## config.mk

```make
export PLATFORM = sky130hd
export DESIGN_NAME = data_space_decoder
export DESIGN_NICKNAME = d
export VERILOG_FILES = /design/src/design/data_space_pkg.sv /design/src/design/data_space_decoder.sv /design/src/design/region_decode.sv
export SDC_FILE = /design/constraint.sdc
export NUM_CORES = 1
export LEC_CHECK = 0
export CAP_MARGIN = 20
export CORE_MARGIN = 2
export CORE_UTILIZATION = 55
export DETAILED_ROUTE_END_ITERATION = 8
export DONT_BUFFER_PORTS = 1
export HOLD_SLACK_MARGIN = 0.08
export MAX_ROUTING_LAYER = met4
export PLACE_DENSITY = 0.72
export REMOVE_ABC_BUFFERS = 1
export SLEW_MARGIN = 25
export SYNTH_ARGS = -nofsm -noshare
export SYNTH_HDL_FRONTEND = slang
export SYNTH_SLANG_ARGS = --single-unit
```

## constraint.sdc

```tcl
create_clock -name mclk -period 4.6 [get_ports mclk]
set_input_delay 0.46 -clock mclk [delete_from_list [all_inputs] [get_ports mclk]]
set_output_delay 0.46 -clock mclk [all_outputs]
set_load 0.1 [all_outputs]
```

## src/design/data_space_pkg.sv

```systemverilog
// Package with the data-space map, addressing forms and access timing for the data space decoder.
// What this block does
// - Normal mode: 32 register, 64 I/O, 160 extended I/O, 4096 SRAM locations.
// - Compatibility mode: 32 register, 64 I/O, then 4000 SRAM; lowest 4096 internal.
// - Extended I/O $60..$FF answers only data-space loads and stores, not port instructions.
// - Compatibility mode has no extended I/O; those addresses decode as internal SRAM.
// - External SRAM starts right after internal SRAM and runs to the top of 64K.
// - Addresses beyond internal memory go external, using the same load/store/push/pop operations.
// - Read and write strobes stay inactive throughout every internal access.
// - External accesses happen only while the external-memory enable bit is set.
// - Without wait-states each external byte costs one cycle more than internal.
// - Stack external, no wait-states: calls, returns, interrupts cost three extra cycles.
// - One, two, three wait-states: single external byte costs two, three, four extra.
// - Stack external with wait-states: calls, returns, interrupts cost five, seven, nine extra.
// - Five addressing forms; register entries 26 to 31 act as pointer pairs.
// - Displacement adds an unsigned offset of up to 63 to X, Y or Z.
// - Pre-decrement updates the pointer before use; post-increment updates it after use.
// - Direct addressing reaches the whole data space.
// - An internal SRAM access completes within two CPU clock cycles.
package data_space_pkg;

  localparam int ADDR_W = 16;
  localparam logic [15:0] REG_FILE_BASE = 16'h0000;
  localparam logic [15:0] STD_IO_BASE = 16'h0020;
  localparam logic [15:0] EXT_IO_BASE = 16'h0060;
  localparam logic [15:0] EXT_IO_LAST = 16'h00ff;
  localparam logic [15:0] NORMAL_SRAM_BASE = 16'h0100;
  localparam logic [15:0] NORMAL_EXT_BASE = 16'h1100;
  localparam logic [15:0] COMPAT_EXT_BASE = 16'h1000;
  localparam logic [15:0] ADDR_MAX = 16'hffff;

  // Pointer pair numbers inside the register file.
  localparam logic [4:0] PTR_X_LO = 5'h1a;
  localparam logic [4:0] PTR_Y_LO = 5'h1c;
  localparam logic [4:0] PTR_Z_LO = 5'h1e;
  localparam logic [5:0] DISP_MAX = 6'h3f;

  // Cycle counts.
  localparam logic [3:0] INT_SRAM_CYCLES = 4'h2;
  localparam logic [3:0] EXT_BYTE_EXTRA = 4'h1;
  localparam logic [3:0] EXT_STACK_EXTRA = 4'h3;
  localparam logic [3:0] WAIT_BYTE_BASE = 4'h1;
  localparam logic [3:0] WAIT_STACK_BASE = 4'h3;
  localparam logic [1:0] WAIT_MAX = 2'h3;

  typedef enum logic [2:0] {
    REGION_REGFILE,
    REGION_STDIO,
    REGION_EXTIO,
    REGION_INT_SRAM,
    REGION_EXT_SRAM,
    REGION_NONE
  } region_t;

  typedef enum logic [2:0] {
    MODE_DIRECT,
    MODE_INDIRECT,
    MODE_DISPLACED,
    MODE_PREDEC,
    MODE_POSTINC
  } addr_mode_t;

  typedef enum logic [1:0] {
    PTR_X,
    PTR_Y,
    PTR_Z
  } ptr_sel_t;

  // One request from the CPU core.
  typedef struct packed {
    logic valid;
    logic write;
    logic ioPortOp;
    logic stackPc;
    addr_mode_t mode;
    ptr_sel_t ptr;
    logic [5:0] disp;
    logic [15:0] directAddr;
    logic [7:0] wdata;
  } access_req_t;

  // Register-file pointer update returned to the core.
  typedef struct packed {
    logic valid;
    ptr_sel_t ptr;
    logic [15:0] value;
  } ptr_update_t;

endpackage

```

## src/design/data_space_decoder.sv

```systemverilog
// Data-space decoder: address generation, region routing, strobes and access timing.
`timescale 1ns/10ps
`default_nettype none
module data_space_decoder (
  input wire logic mclk, // CPU clock, 20 MHz.
  input wire logic srst, // Synchronous reset, active high.
  input wire logic compatModePin, // Mode strap from outside, sampled at reset.
  input wire logic extMemEnable, // External-memory enable bit of cpu_control_reg.
  input wire logic [1:0] waitStates, // Configured external wait-states, 0 to 3.
  input wire data_space_pkg::access_req_t req, // Access request from the core.
  input wire logic [15:0] ptrX, // Current X pointer pair.
  input wire logic [15:0] ptrY, // Current Y pointer pair.
  input wire logic [15:0] ptrZ, // Current Z pointer pair.
  input wire logic [7:0] extRdata, // Read data from external SRAM.
  input wire logic [7:0] intRdata, // Read data from the internal target.
  output logic busy, // High while an access is in progress.
  output logic done, // One-cycle pulse when the access ends.
  output logic refused, // One-cycle pulse when an access is dropped.
  output logic [15:0] addrOut, // Effective address of the current access.
  output data_space_pkg::region_t regionOut, // Region of the current access.
  output logic intSel, // Internal target select.
  output logic intWrite, // Internal target write.
  output logic [7:0] wdataOut, // Write data.
  output logic [7:0] rdataOut, // Read data, valid with done.
  output logic ext_read_strobe_pin_n, // External read strobe, active low.
  output logic ext_write_strobe_pin_n, // External write strobe, active low.
  output logic [3:0] extraCycles, // Cycles charged beyond the internal figure.
  output data_space_pkg::ptr_update_t ptrUpd // Pointer write-back pulse.
);

  logic compatSync1_q;
  logic compatSync2_q;
  logic compatMode_q;
  logic [15:0] ptrBase;
  logic [15:0] effAddr;
  logic [15:0] extBase;
  logic [15:0] ptrNext;
  logic ptrWrite;
  data_space_pkg::region_t region;
  logic [3:0] cnt_q;
  logic [3:0] charge;
  logic extAcc_q;
  logic write_q;

  typedef enum logic [1:0] {
    ST_IDLE,
    ST_INT,
    ST_EXT
  } state_t;
  state_t state_q;

  // Selects the pointer pair named by the request.
  function automatic logic [15:0] pick_ptr(input data_space_pkg::ptr_sel_t sel, input logic [15:0] x,
                                           input logic [15:0] y, input logic [15:0] z);
    unique case (sel)
      data_space_pkg::PTR_X: pick_ptr = x;
      data_space_pkg::PTR_Y: pick_ptr = y;
      data_space_pkg::PTR_Z: pick_ptr = z;
      default: pick_ptr = z;
    endcase
  endfunction

  // Extra cycles for one byte or for a two-byte program counter transfer.
  function automatic logic [3:0] extra_for(input logic stackPc, input logic [1:0] ws);
    logic [3:0] w;
    w = {2'h0, ws};
    if (ws == 2'h0)
    begin
      extra_for = stackPc ? data_space_pkg::EXT_STACK_EXTRA : data_space_pkg::EXT_BYTE_EXTRA;
    end
    else if (stackPc)
    begin
      extra_for = data_space_pkg::WAIT_STACK_BASE + (w << 1);
    end
    else
    begin
      extra_for = data_space_pkg::WAIT_BYTE_BASE + w;
    end
  endfunction

  // The mode strap is a pin, so it passes two flops before being latched.
  always_ff @(posedge mclk)
  begin
    compatSync1_q <= compatModePin;
    compatSync2_q <= compatSync1_q;
  end

  // Mode is captured while reset is held and frozen afterwards; mid-run changes are ignored.
  always_ff @(posedge mclk)
  begin
    if (srst)
    begin
      compatMode_q <= compatSync2_q;
    end
  end

  // Effective address from the five addressing forms.
  always_comb
  begin
    ptrBase = pick_ptr(req.ptr, ptrX, ptrY, ptrZ);
    ptrNext = ptrBase;
    ptrWrite = 1'b0;
    effAddr = ptrBase;
    unique case (req.mode)
      data_space_pkg::MODE_DIRECT: effAddr = req.directAddr;
      data_space_pkg::MODE_INDIRECT: effAddr = ptrBase;
      data_space_pkg::MODE_DISPLACED:
      begin
        // X, Y and Z all take the displacement; the offset is unsigned and at most 63.
        effAddr = ptrBase + {10'h000, req.disp & data_space_pkg::DISP_MAX};
      end
      data_space_pkg::MODE_PREDEC:
      begin
        ptrNext = ptrBase - 16'h0001;
        effAddr = ptrNext;
        ptrWrite = 1'b1;
      end
      data_space_pkg::MODE_POSTINC:
      begin
        ptrNext = ptrBase + 16'h0001;
        effAddr = ptrBase;
        ptrWrite = 1'b1;
      end
      default: effAddr = ptrBase;
    endcase
  end

  region_decode u_decode (
    .addr(effAddr),
    .compatMode(compatMode_q),
    .ioPortOp(req.ioPortOp),
    .region(region),
    .extBase(extBase)
  );

  assign charge = extra_for(req.stackPc, waitStates);

  // Access sequencer: internal takes the fixed two cycles, external adds the charged cycles.
  always_ff @(posedge mclk)
  begin
    if (srst)
    begin
      state_q <= ST_IDLE;
      cnt_q <= 4'h0;
      busy <= 1'b0;
      done <= 1'b0;
      refused <= 1'b0;
      addrOut <= 16'h0000;
      regionOut <= data_space_pkg::REGION_NONE;
      intSel <= 1'b0;
      intWrite <= 1'b0;
      wdataOut <= 8'h00;
      extraCycles <= 4'h0;
      extAcc_q <= 1'b0;
      write_q <= 1'b0;
      ptrUpd <= '0;
    end
    else
    begin
      done <= 1'b0;
      refused <= 1'b0;
      ptrUpd.valid <= 1'b0;
      unique case (state_q)
        ST_IDLE:
        begin
          if (req.valid)
          begin
            addrOut <= effAddr;
            regionOut <= region;
            wdataOut <= req.wdata;
            write_q <= req.write;
            ptrUpd.ptr <= req.ptr;
            ptrUpd.value <= ptrNext;
            ptrUpd.valid <= ptrWrite;
            if (region == data_space_pkg::REGION_NONE ||
                (region == data_space_pkg::REGION_EXT_SRAM && !extMemEnable))
            begin
              refused <= 1'b1;
              extraCycles <= 4'h0;
            end
            else if (region == data_space_pkg::REGION_EXT_SRAM)
            begin
              // External cost counts from the internal two-cycle baseline.
              state_q <= ST_EXT;
              busy <= 1'b1;
              extAcc_q <= 1'b1;
              extraCycles <= charge;
              cnt_q <= data_space_pkg::INT_SRAM_CYCLES + charge;
            end
            else
            begin
              state_q <= ST_INT;
              busy <= 1'b1;
              intSel <= 1'b1;
              intWrite <= req.write;
              extraCycles <= 4'h0;
              // Busy stands for the full two-cycle internal access, so done follows the second cycle.
              cnt_q <= data_space_pkg::INT_SRAM_CYCLES;
            end
          end
        end
        ST_INT, ST_EXT:
        begin
          if (cnt_q == 4'h1)
          begin
            state_q <= ST_IDLE;
            busy <= 1'b0;
            done <= 1'b1;
            intSel <= 1'b0;
            intWrite <= 1'b0;
            extAcc_q <= 1'b0;
            cnt_q <= 4'h0;
          end
          else
          begin
            cnt_q <= cnt_q - 4'h1;
          end
        end
        default: state_q <= ST_IDLE;
      endcase
    end
  end

  // Strobes only move for an enabled external access; internal ones leave them high.
  always_ff @(posedge mclk)
  begin
    if (srst)
    begin
      ext_read_strobe_pin_n <= 1'b1;
      ext_write_strobe_pin_n <= 1'b1;
    end
    else
    begin
      ext_read_strobe_pin_n <= !(state_q == ST_EXT && extAcc_q && !write_q && cnt_q > 4'h1 && extMemEnable);
      ext_write_strobe_pin_n <= !(state_q == ST_EXT && extAcc_q && write_q && cnt_q > 4'h1 && extMemEnable);
    end
  end

  // Read data is taken from the source that served the access.
  always_ff @(posedge mclk)
  begin
    if (srst)
    begin
      rdataOut <= 8'h00;
    end
    else if (busy && cnt_q == 4'h1)
    begin
      rdataOut <= extAcc_q ? extRdata : intRdata;
    end
  end

endmodule
`default_nettype wire

```

## src/design/region_decode.sv

```systemverilog
// Combinational address-to-region decoder for the data space.
`timescale 1ns/10ps
`default_nettype none
module region_decode (
  input wire logic [15:0] addr, // Data-space address.
  input wire logic compatMode, // High in compatibility mode.
  input wire logic ioPortOp, // High for short I/O-port instructions.
  output data_space_pkg::region_t region, // Decoded target.
  output logic [15:0] extBase // First external address for this mode.
);

  // Lower bounds are checked from the top so the first match is the owning region.
  always_comb
  begin
    extBase = compatMode ? data_space_pkg::COMPAT_EXT_BASE : data_space_pkg::NORMAL_EXT_BASE;
    if (addr >= extBase)
    begin
      region = data_space_pkg::REGION_EXT_SRAM;
    end
    else if (addr >= data_space_pkg::EXT_IO_BASE)
    begin
      if (compatMode)
      begin
        region = data_space_pkg::REGION_INT_SRAM;
      end
      else if (addr <= data_space_pkg::EXT_IO_LAST)
      begin
        region = ioPortOp ? data_space_pkg::REGION_NONE : data_space_pkg::REGION_EXTIO;
      end
      else
      begin
        region = data_space_pkg::REGION_INT_SRAM;
      end
    end
    else if (addr >= data_space_pkg::STD_IO_BASE)
    begin
      region = data_space_pkg::REGION_STDIO;
    end
    else
    begin
      region = data_space_pkg::REGION_REGFILE;
    end
  end

endmodule
`default_nettype wire

```

# Word level (Yosys, flattened, before mapping)

Index checks and enable logic that the tools add are counted.

$add $sub $neg: 7
Order comparisons: 5
Equal/unequal tests: 14
Multiplexer cells: 45
Bitwise operators: 3
Reduce and logical (&&, ||, !) cells: 29

Operators by type and width:

| cell                    | count |
|---|---|
| $pmux W16 S2            | 2 |
| $pmux W16 S3            | 1 |
| $mux W4                 | 8 |
| $add A16 B1 Y16 const B | 1 |
| $add A16 B6 Y16         | 1 |
| $ge A16 B16 Y1          | 1 |
| $ge A16 B6 Y1 const B   | 1 |
| $ge A16 B7 Y1 const B   | 1 |
| $le A16 B8 Y1 const B   | 1 |
| $mux W1                 | 16 |
| $sub A16 B1 Y16 const B | 1 |
| $mux W3                 | 5 |
| $mux W2                 | 5 |
| $ne A2 B2 Y1 const B    | 5 |
| $reduce_and A5 Y1       | 2 |
| $eq A3 B3 Y1 const B    | 3 |
| $logic_and A1 B1 Y1     | 9 |
| $mux W9                 | 1 |
| $mux W8                 | 1 |
| $pmux W1 S2             | 4 |
| $pmux W4 S2             | 1 |
| $eq A3 B2 Y1 const B    | 2 |
| $logic_not A2 Y1        | 3 |
| $reduce_and A3 Y1       | 2 |
| other kinds (18)        | 26 |

Bits in registers: 76
Output and inout bits: 65
Logic and storage cells: 125

# Longest topological paths before layout

Depth in word-level cells: 15
Depth in mapped cells: 20
Gate-level depth less buffers: 18

# Cells and area by module

A second synthesis with hierarchy kept.

Cells, all modules: 723
Area, all modules: 5,502.8 um^2

Modules (own cells, without submodules):

| module             | times used | cells an instance | area an instance (um^2) | sequential area each (um^2) |
|---|---|---|---|---|
| data_space_decoder | 1          | 687               | 5,243.8                 | 1,531.5 |
| region_decode      | 1          | 36                | 259.0                   | 0.0 |

# Worst setup path before layout

Ideal clock, no wire load.

Kind: input to register
Start point: input req[30] in the netlist's numbering
End point: register intSel
Library setup time: 0.121 ns
Data arrival time: 4.571 ns
Required time: 4.479 ns
Path slack: -0.092 ns
Stages on the path: 20
Cell sequence: buf_6 -> buf_8 -> mux2i_1 -> o21ai_2 -> ha_1 -> fa_1 -> a211oi_1 -> o21ai_0 -> nand4_1 -> nor3_1 -> nor4_1 -> ha_1 -> nand3b_1 -> nor4b_1 -> and3_1 -> o31ai_4 -> and3_4 -> o221ai_4 -> o211a_4 -> mux2_4

Cells in the longest elaborated chain, start to end: 14
Elaborated cells between the ends (all ways): 22

RTL lines:

| item                                                      | line                                                 | source |
|---|---|---|
| from (decl)                                               | data_space_decoder.sv:10                             | `input wire data_space_pkg::access_req_t req,` |
| $eq A2 B1 Y1 / $logic_not A2 Y1 (equally long branches)   | data_space_decoder.sv:55                             | `unique case (sel)` |
| $pmux W16 S2 (*)                                          | data_space_decoder.sv:55                             |  |
| $sub A16 B1 Y16 / $add A16 B6 Y16 (equally long branches) | data_space_decoder.sv:114, data_space_decoder.sv:110 |  |
| $pmux W16 S3 (*)                                          | data_space_decoder.sv:104                            | `unique case (req.mode)` |
| $le A16 B8 Y1                                             | region_decode.sv:26                                  | `else if (addr <= data_space_pkg::EXT_IO_LAST)` |
| $mux W3                                                   | region_decode.sv:26                                  |  |
| $mux W3                                                   | region_decode.sv:22                                  | `if (compatMode)` |
| $mux W3                                                   | region_decode.sv:20                                  | `else if (addr >= data_space_pkg::EXT_IO_BASE)` |
| $mux W3 (*)                                               | region_decode.sv:16                                  | `if (addr >= extBase)` |
| $eq A3 B3 Y1                                              | data_space_decoder.sv:176, data_space_decoder.sv:181 |  |
| $logic_and A1 B1 Y1                                       | data_space_decoder.sv:176                            | `(region == data_space_pkg::REGION_EXT_SRAM && !extMemEnable))` |
| $logic_or A1 B1 Y1                                        | data_space_decoder.sv:175                            | `if (region == data_space_pkg::REGION_NONE \|\|` |
| $ne A2 B2 Y1 (no line)                                    | -                                                    |  |
| $reduce_and A5 Y1 (no line) (*)                           | -                                                    |  |
| to (signal assigned)                                      | data_space_decoder.sv:150                            | `intSel <= 1'b0;` |
| to (signal assigned)                                      | data_space_decoder.sv:194                            | `intSel <= 1'b1;` |
| to (signal assigned)                                      | data_space_decoder.sv:209                            | `intSel <= 1'b0;` |
| to (decl)                                                 | data_space_decoder.sv:21                             | `output logic intSel,` |

Every way passes the cells marked *; elsewhere a longest branch is shown, timed or not.
A chain may end at the register's enable or synchronous reset.

# Worst setup path in the final report

Start point: input req[30] in the netlist's numbering
End point: register busy

Cells in the longest elaborated chain, start to end: 14
Elaborated cells between the ends (all ways): 21

RTL lines:

| item                                                      | line                                                 | source |
|---|---|---|
| $eq A2 B1 Y1 / $logic_not A2 Y1 (equally long branches)   | data_space_decoder.sv:55                             |  |
| $pmux W16 S2 (*)                                          | data_space_decoder.sv:55                             |  |
| $sub A16 B1 Y16 / $add A16 B6 Y16 (equally long branches) | data_space_decoder.sv:114, data_space_decoder.sv:110 |  |
| $pmux W16 S3 (*)                                          | data_space_decoder.sv:104                            |  |
| $le A16 B8 Y1                                             | region_decode.sv:26                                  |  |
| $mux W3                                                   | region_decode.sv:26                                  |  |
| $mux W3                                                   | region_decode.sv:22                                  |  |
| $mux W3                                                   | region_decode.sv:20                                  |  |
| $mux W3 (*)                                               | region_decode.sv:16                                  |  |
| $eq A3 B3 Y1                                              | data_space_decoder.sv:176                            |  |
| $logic_and A1 B1 Y1                                       | data_space_decoder.sv:176                            |  |
| $logic_or A1 B1 Y1 (*)                                    | data_space_decoder.sv:175                            |  |
| $ne A2 B2 Y1 (no line) (*)                                | -                                                    |  |
| $reduce_and A4 Y1 (no line) (*)                           | -                                                    |  |
| to (signal assigned)                                      | data_space_decoder.sv:185                            | `busy <= 1'b1;` |
| to (signal assigned)                                      | data_space_decoder.sv:193                            | `busy <= 1'b1;` |
| to (signal assigned)                                      | data_space_decoder.sv:207                            | `busy <= 1'b0;` |
| to (decl)                                                 | data_space_decoder.sv:16                             | `output logic busy,` |

Marks and branches as above.

==> results.md <==
Logic synthesis:
- For this run, the leading register cell type out of synthesis is sky130_fd_sc_hd__dfxtp_1.
- Among all cell types in the netlist, the one instantiated most often is sky130_fd_sc_hd__nand2_1.
- The sequential fraction of the synthesis area is 0.284.
- The number of synthesized register bits is 76.
- Each instance of the synthesized netlist takes up on average 7.75 um2.
- The instance count of the mapped netlist is 695.
- In this run, distinct cell masters in the synthesized netlist total 81.
- Ranked by total cell area, the synthesized netlist is headed by sky130_fd_sc_hd__dfxtp_1 28%, sky130_fd_sc_hd__nand2_1 6.2%, sky130_fd_sc_hd__mux2i_1 5.4%, sky130_fd_sc_hd__nor2_1 5.4%, sky130_fd_sc_hd__a21oi_1 4.7%.
- Summing every instance area after synthesis gives 0.00539 mm2.
- The commonest cells after synthesis are 89 x sky130_fd_sc_hd__nand2_1, 77 x sky130_fd_sc_hd__nor2_1, 75 x sky130_fd_sc_hd__dfxtp_1.
- After synthesis, the share of flip-flops with an asynchronous set or reset is 0.
- Yosys printed 0 warnings.
- The largest total area in the synthesized netlist belongs to sky130_fd_sc_hd__dfxtp_1.
- The number of enable flip-flop cells after synthesis is 1.
- Of the post-synthesis cell area, the dominant cell type holds 0.279.

Clock tree:
- Clock tree synthesis inserted a total of 9 buffers.
- TritonCTS built the clock tree.
- The clock transition at the register clock pins on the worst setup and hold paths after CTS is 80 ps.
- The cell sitting at the root of the clock tree is a sky130_fd_sc_hd__clkbuf_8.
- No sink is reached through more buffers than the 2 on the longest clock path.
- CTS saw 76 sinks.
- The buffer count from post-CTS setup fixing is 0.
- The H-tree generated during clock tree synthesis spans 3 levels.
- The source-to-sink clock delay at the later pin of the worst-skew pair is 340 ps.

Setup path:
- Tracing the worst setup path back leads to its startpoint at req[30].
- The delay of the slowest cell on the worst path is 320 ps.
- The endpoint identified for the worst register-to-register timing path is busy.
- The worst setup path is launched from an input pin.
- The data required time of the critical path is 4830 ps.
- The largest fanout of any net on the critical path is 17.
- Measured in cells, the most critical reg-to-reg path has a length of 11.
- The kind of critical path is in -> reg.
- STA classifies the critical path endpoint as a flop.
- The slowest stage of the critical path belongs to the cell sky130_fd_sc_hd__nor4_1.
- The buffers plus inverters on the worst setup path is 5.
- The kind of cell with the highest combined delay along the critical path is simple AND/OR/NAND/NOR gates.
- Counting stages on the worst path, the most repeated cell is sky130_fd_sc_hd__buf_4.
- At the worst endpoint, the arrival time is 4500 ps.
- For flop-to-flop paths, the worst setup slack is 2100 ps.
- The critical path goes through mux2_2 > o21a_1 > buf_4 > inv_1 > ha_1 > o211ai_1 > buf_4 > nor4_4 > a311oi_1 > nor4_1 > buf_4 > ha_1 > nand3b_1 > nor4b_2 > and3_1 > o31ai_4 > buf_4 > and2_1 > a22o_1 > a41oi_1 > o21ai_1.
- The worst reg2reg path startpoint is compatMode_q.

Floorplan:
- The initial standard-cell utilization of the core is 0.559.
- The I/O pin total is 174.
- The area inside the core boundary is 0.00964 mm2.
- The initialized floorplan defines 36 standard-cell rows.
- The x dimension of the die is 103 um.
- The floorplan step defined a die boundary enclosing 0.0106 mm2.
- The floorplan step set the die height to 103 um.

Placement:
- Summed over all nets, the half-perimeter wirelength after detailed placement is 12,800 um.
- At the placement stage, the worst setup path has a slack of -23.6 ps.
- The total of buffers placed on input and output ports is 0.
- The post-place instance area is 0.00555 mm2.
- Routability-driven placement finished with a final weighted congestion of 0.991.

Timing:
- Setup repair after global routing left no endpoint under its margin.
- Between clock sinks in the finished design, the worst skew comes to 6.09 ps.
- The share of the clock period used by the worst path after layout is 0.929.
- The worst hold slack is 137 ps.
- After layout, the worst setup slack is 326 ps.
- The minimum period implied by the final worst setup slack is 4270 ps.
- The final-report setup violation count is 0.
- The relative slew slack is 0.295.
- The hold violation total from the final report is 0.
- The slew at the pin closest to its max-slew limit is 1050 ps.
- The number of pins with negative max-slew slack in the final report is 0.
- The highest clock frequency the design can meet is 0.234 GHz.

Detailed routing:
- The average wire per cell in the routed design is 20.0 um.
- Summed over all layers, the routed wires come to 16,600 um.
- The number of design rule violations left after detail routing is 0.
- Across all layers, the routed design uses 5,299 vias.
- The number of detailed-routing iterations run before antenna repair is 5.
- The remaining antenna violation count after routing is 0.
- For this block, the initial DRC count from the detailed router was 387.
- The routed via count divided by cell count is 6.40.

Final layout:
- Relative to the synthesized area, the layout overhead comes to 6.76%.
- The number of nets in the layout is 817.
- The repair_antennas step left the layout with diodes totalling 0.
- The final design area excluding fillers is 0.00575 mm2.
- The layout cell share with drive strength beyond 1 is 0.111.

Job:
- The tool flagged a number of max-cap violations equal to 0.

GRT:
- The initial antenna violation count is 0.
- The maximum number of pins on one net before global-route repair is 62.
- The first global-routing pass estimated 25,100 um of wire.
- For this run the aggregate overflow at the end of global routing stands at 0.
- The via count of the first global-routing pass is 4,835.
- Across every metal layer, demand over resource in global routing totals 0.318.

Hold path:
- The count of cells along the worst hold path is 0.
- The startpoint of the worst hold path is compatModePin.
- The path type of the worst min-delay path is in -> reg.
- The endpoint of the worst hold-timing path is compatSync1_q.

Power and ir drop:
- IR analysis of the VDD net gives a maximum drop of 0.216 mV.
- The total power divided by cell area is 391 mW/mm2.
- For this design the static power due to leakage is 2.08 nW.

Status:
- The run finished with clean final reports.
worst max-delay path by stage:
stage	end	depth (start not counted)	slack [ps]
final	busy	21	330
after detailed placement	busy	20	-20
after floorplan	intSel	17	40
after global routing	state_q[1]	21	30
after global placement	busy	20	100
after CTS	busy	21	330
where the power goes:
part           switching (mW)  internal (mW)
registers               0.457          0.725
logic                   0.343          0.221
clock network           0.253          0.249
cells by family (layout without fill, tap and decap cells):
kind of cell,count (synthesis),in the layout,synth area share
DFF,76,76,0.284
buffers and inverters,61,61,0.0504
muxes,34,34,0.0655
adders and majority gates,17,17,0.0409
xor gates and xnor gates,25,25,0.0407
and+or+nand+nor,277,277,0.258
AOI/OAI and AO/OA,205,205,0.260
metal layers:
layer	track usage	vias up	part of all wire
met4	0.118	0	0.028
met1	0.391	2457	0.41
li1	-	2531	-
met5	-	-	0
met3	0.0732	44	0.089
met2	0.508	267	0.47
state kept, by name (all words and copies together) (netlist names), 2 cells and up:
| register | flops |
|---|---|
| ptrUpd | 19 |
| addrOut | 16 |
| rdataOut | 8 |
| wdataOut | 8 |
| cnt_q | 4 |
| extraCycles | 4 |
| regionOut | 3 |
| state_q | 2 |
metrics by stage:
stage / util / cells / setup TNS [ps] / power (mW)
after floorplan: - / 657 / 0 / 1.59
after global placement: 0.575 / 813 / 0 / 1.74
after detailed placement: 0.575 / 813 / -57.5 / 1.75
after CTS: 0.595 / 828 / 0 / 2.25
after global routing: 0.597 / 828 / 0 / 2.34
final: 0.597 / 828 / 0 / 2.25
layout make-up:
class / instances / area (um2)
multi-input combinational: 558 / 3600
tap: 133 / 166
timing repair buffer: 23 / 173
sequential: 76 / 1530
fill: 928 / 3890
clock inverter: 6 / 65.1
clock buffer: 9 / 124
inverter: 23 / 86.3
layout by cell type, fill, tap and decap left out, drive strengths merged, types with 7 or more instances in the layout:
cell type | Yosys | final
inv | 22 | 23
nand4 | 9 | 9
buf | 6 | 23
mux2i | 30 | 30
a31oi | 12 | 12
clkbuf | 32 | 9
a211oi | 17 | 17
nand2 | 90 | 90
dfxtp | 75 | 75
a21oi | 51 | 51
nor3 | 28 | 28
xnor2 | 23 | 23
nor2 | 77 | 77
and2 | 7 | 7
o21ai | 50 | 50
nor4 | 9 | 9
nand3 | 21 | 21
o21a | 13 | 13
ha | 16 | 16
worst register-to-register path: stages, from the launching register on:
cell and delay [ps]:
sky130_fd_sc_hd__edfxtp_1 370, sky130_fd_sc_hd__inv_1 60, sky130_fd_sc_hd__ha_1 280, sky130_fd_sc_hd__nand3b_1 90, sky130_fd_sc_hd__nor4b_2 270, sky130_fd_sc_hd__and3_1 240
sky130_fd_sc_hd__o31ai_4 70, sky130_fd_sc_hd__buf_4 170, sky130_fd_sc_hd__and2_1 220, sky130_fd_sc_hd__a22o_1 290, sky130_fd_sc_hd__a41oi_1 230, sky130_fd_sc_hd__o21ai_1 90
repair_timing:
item                                    in CTS  in global routing
gates resized for setup                      0                  2
hold buffers                                 0                  0
endpoints found under the setup margin       0                  1
No activity file was read; power rests on OpenSTA's default activity.
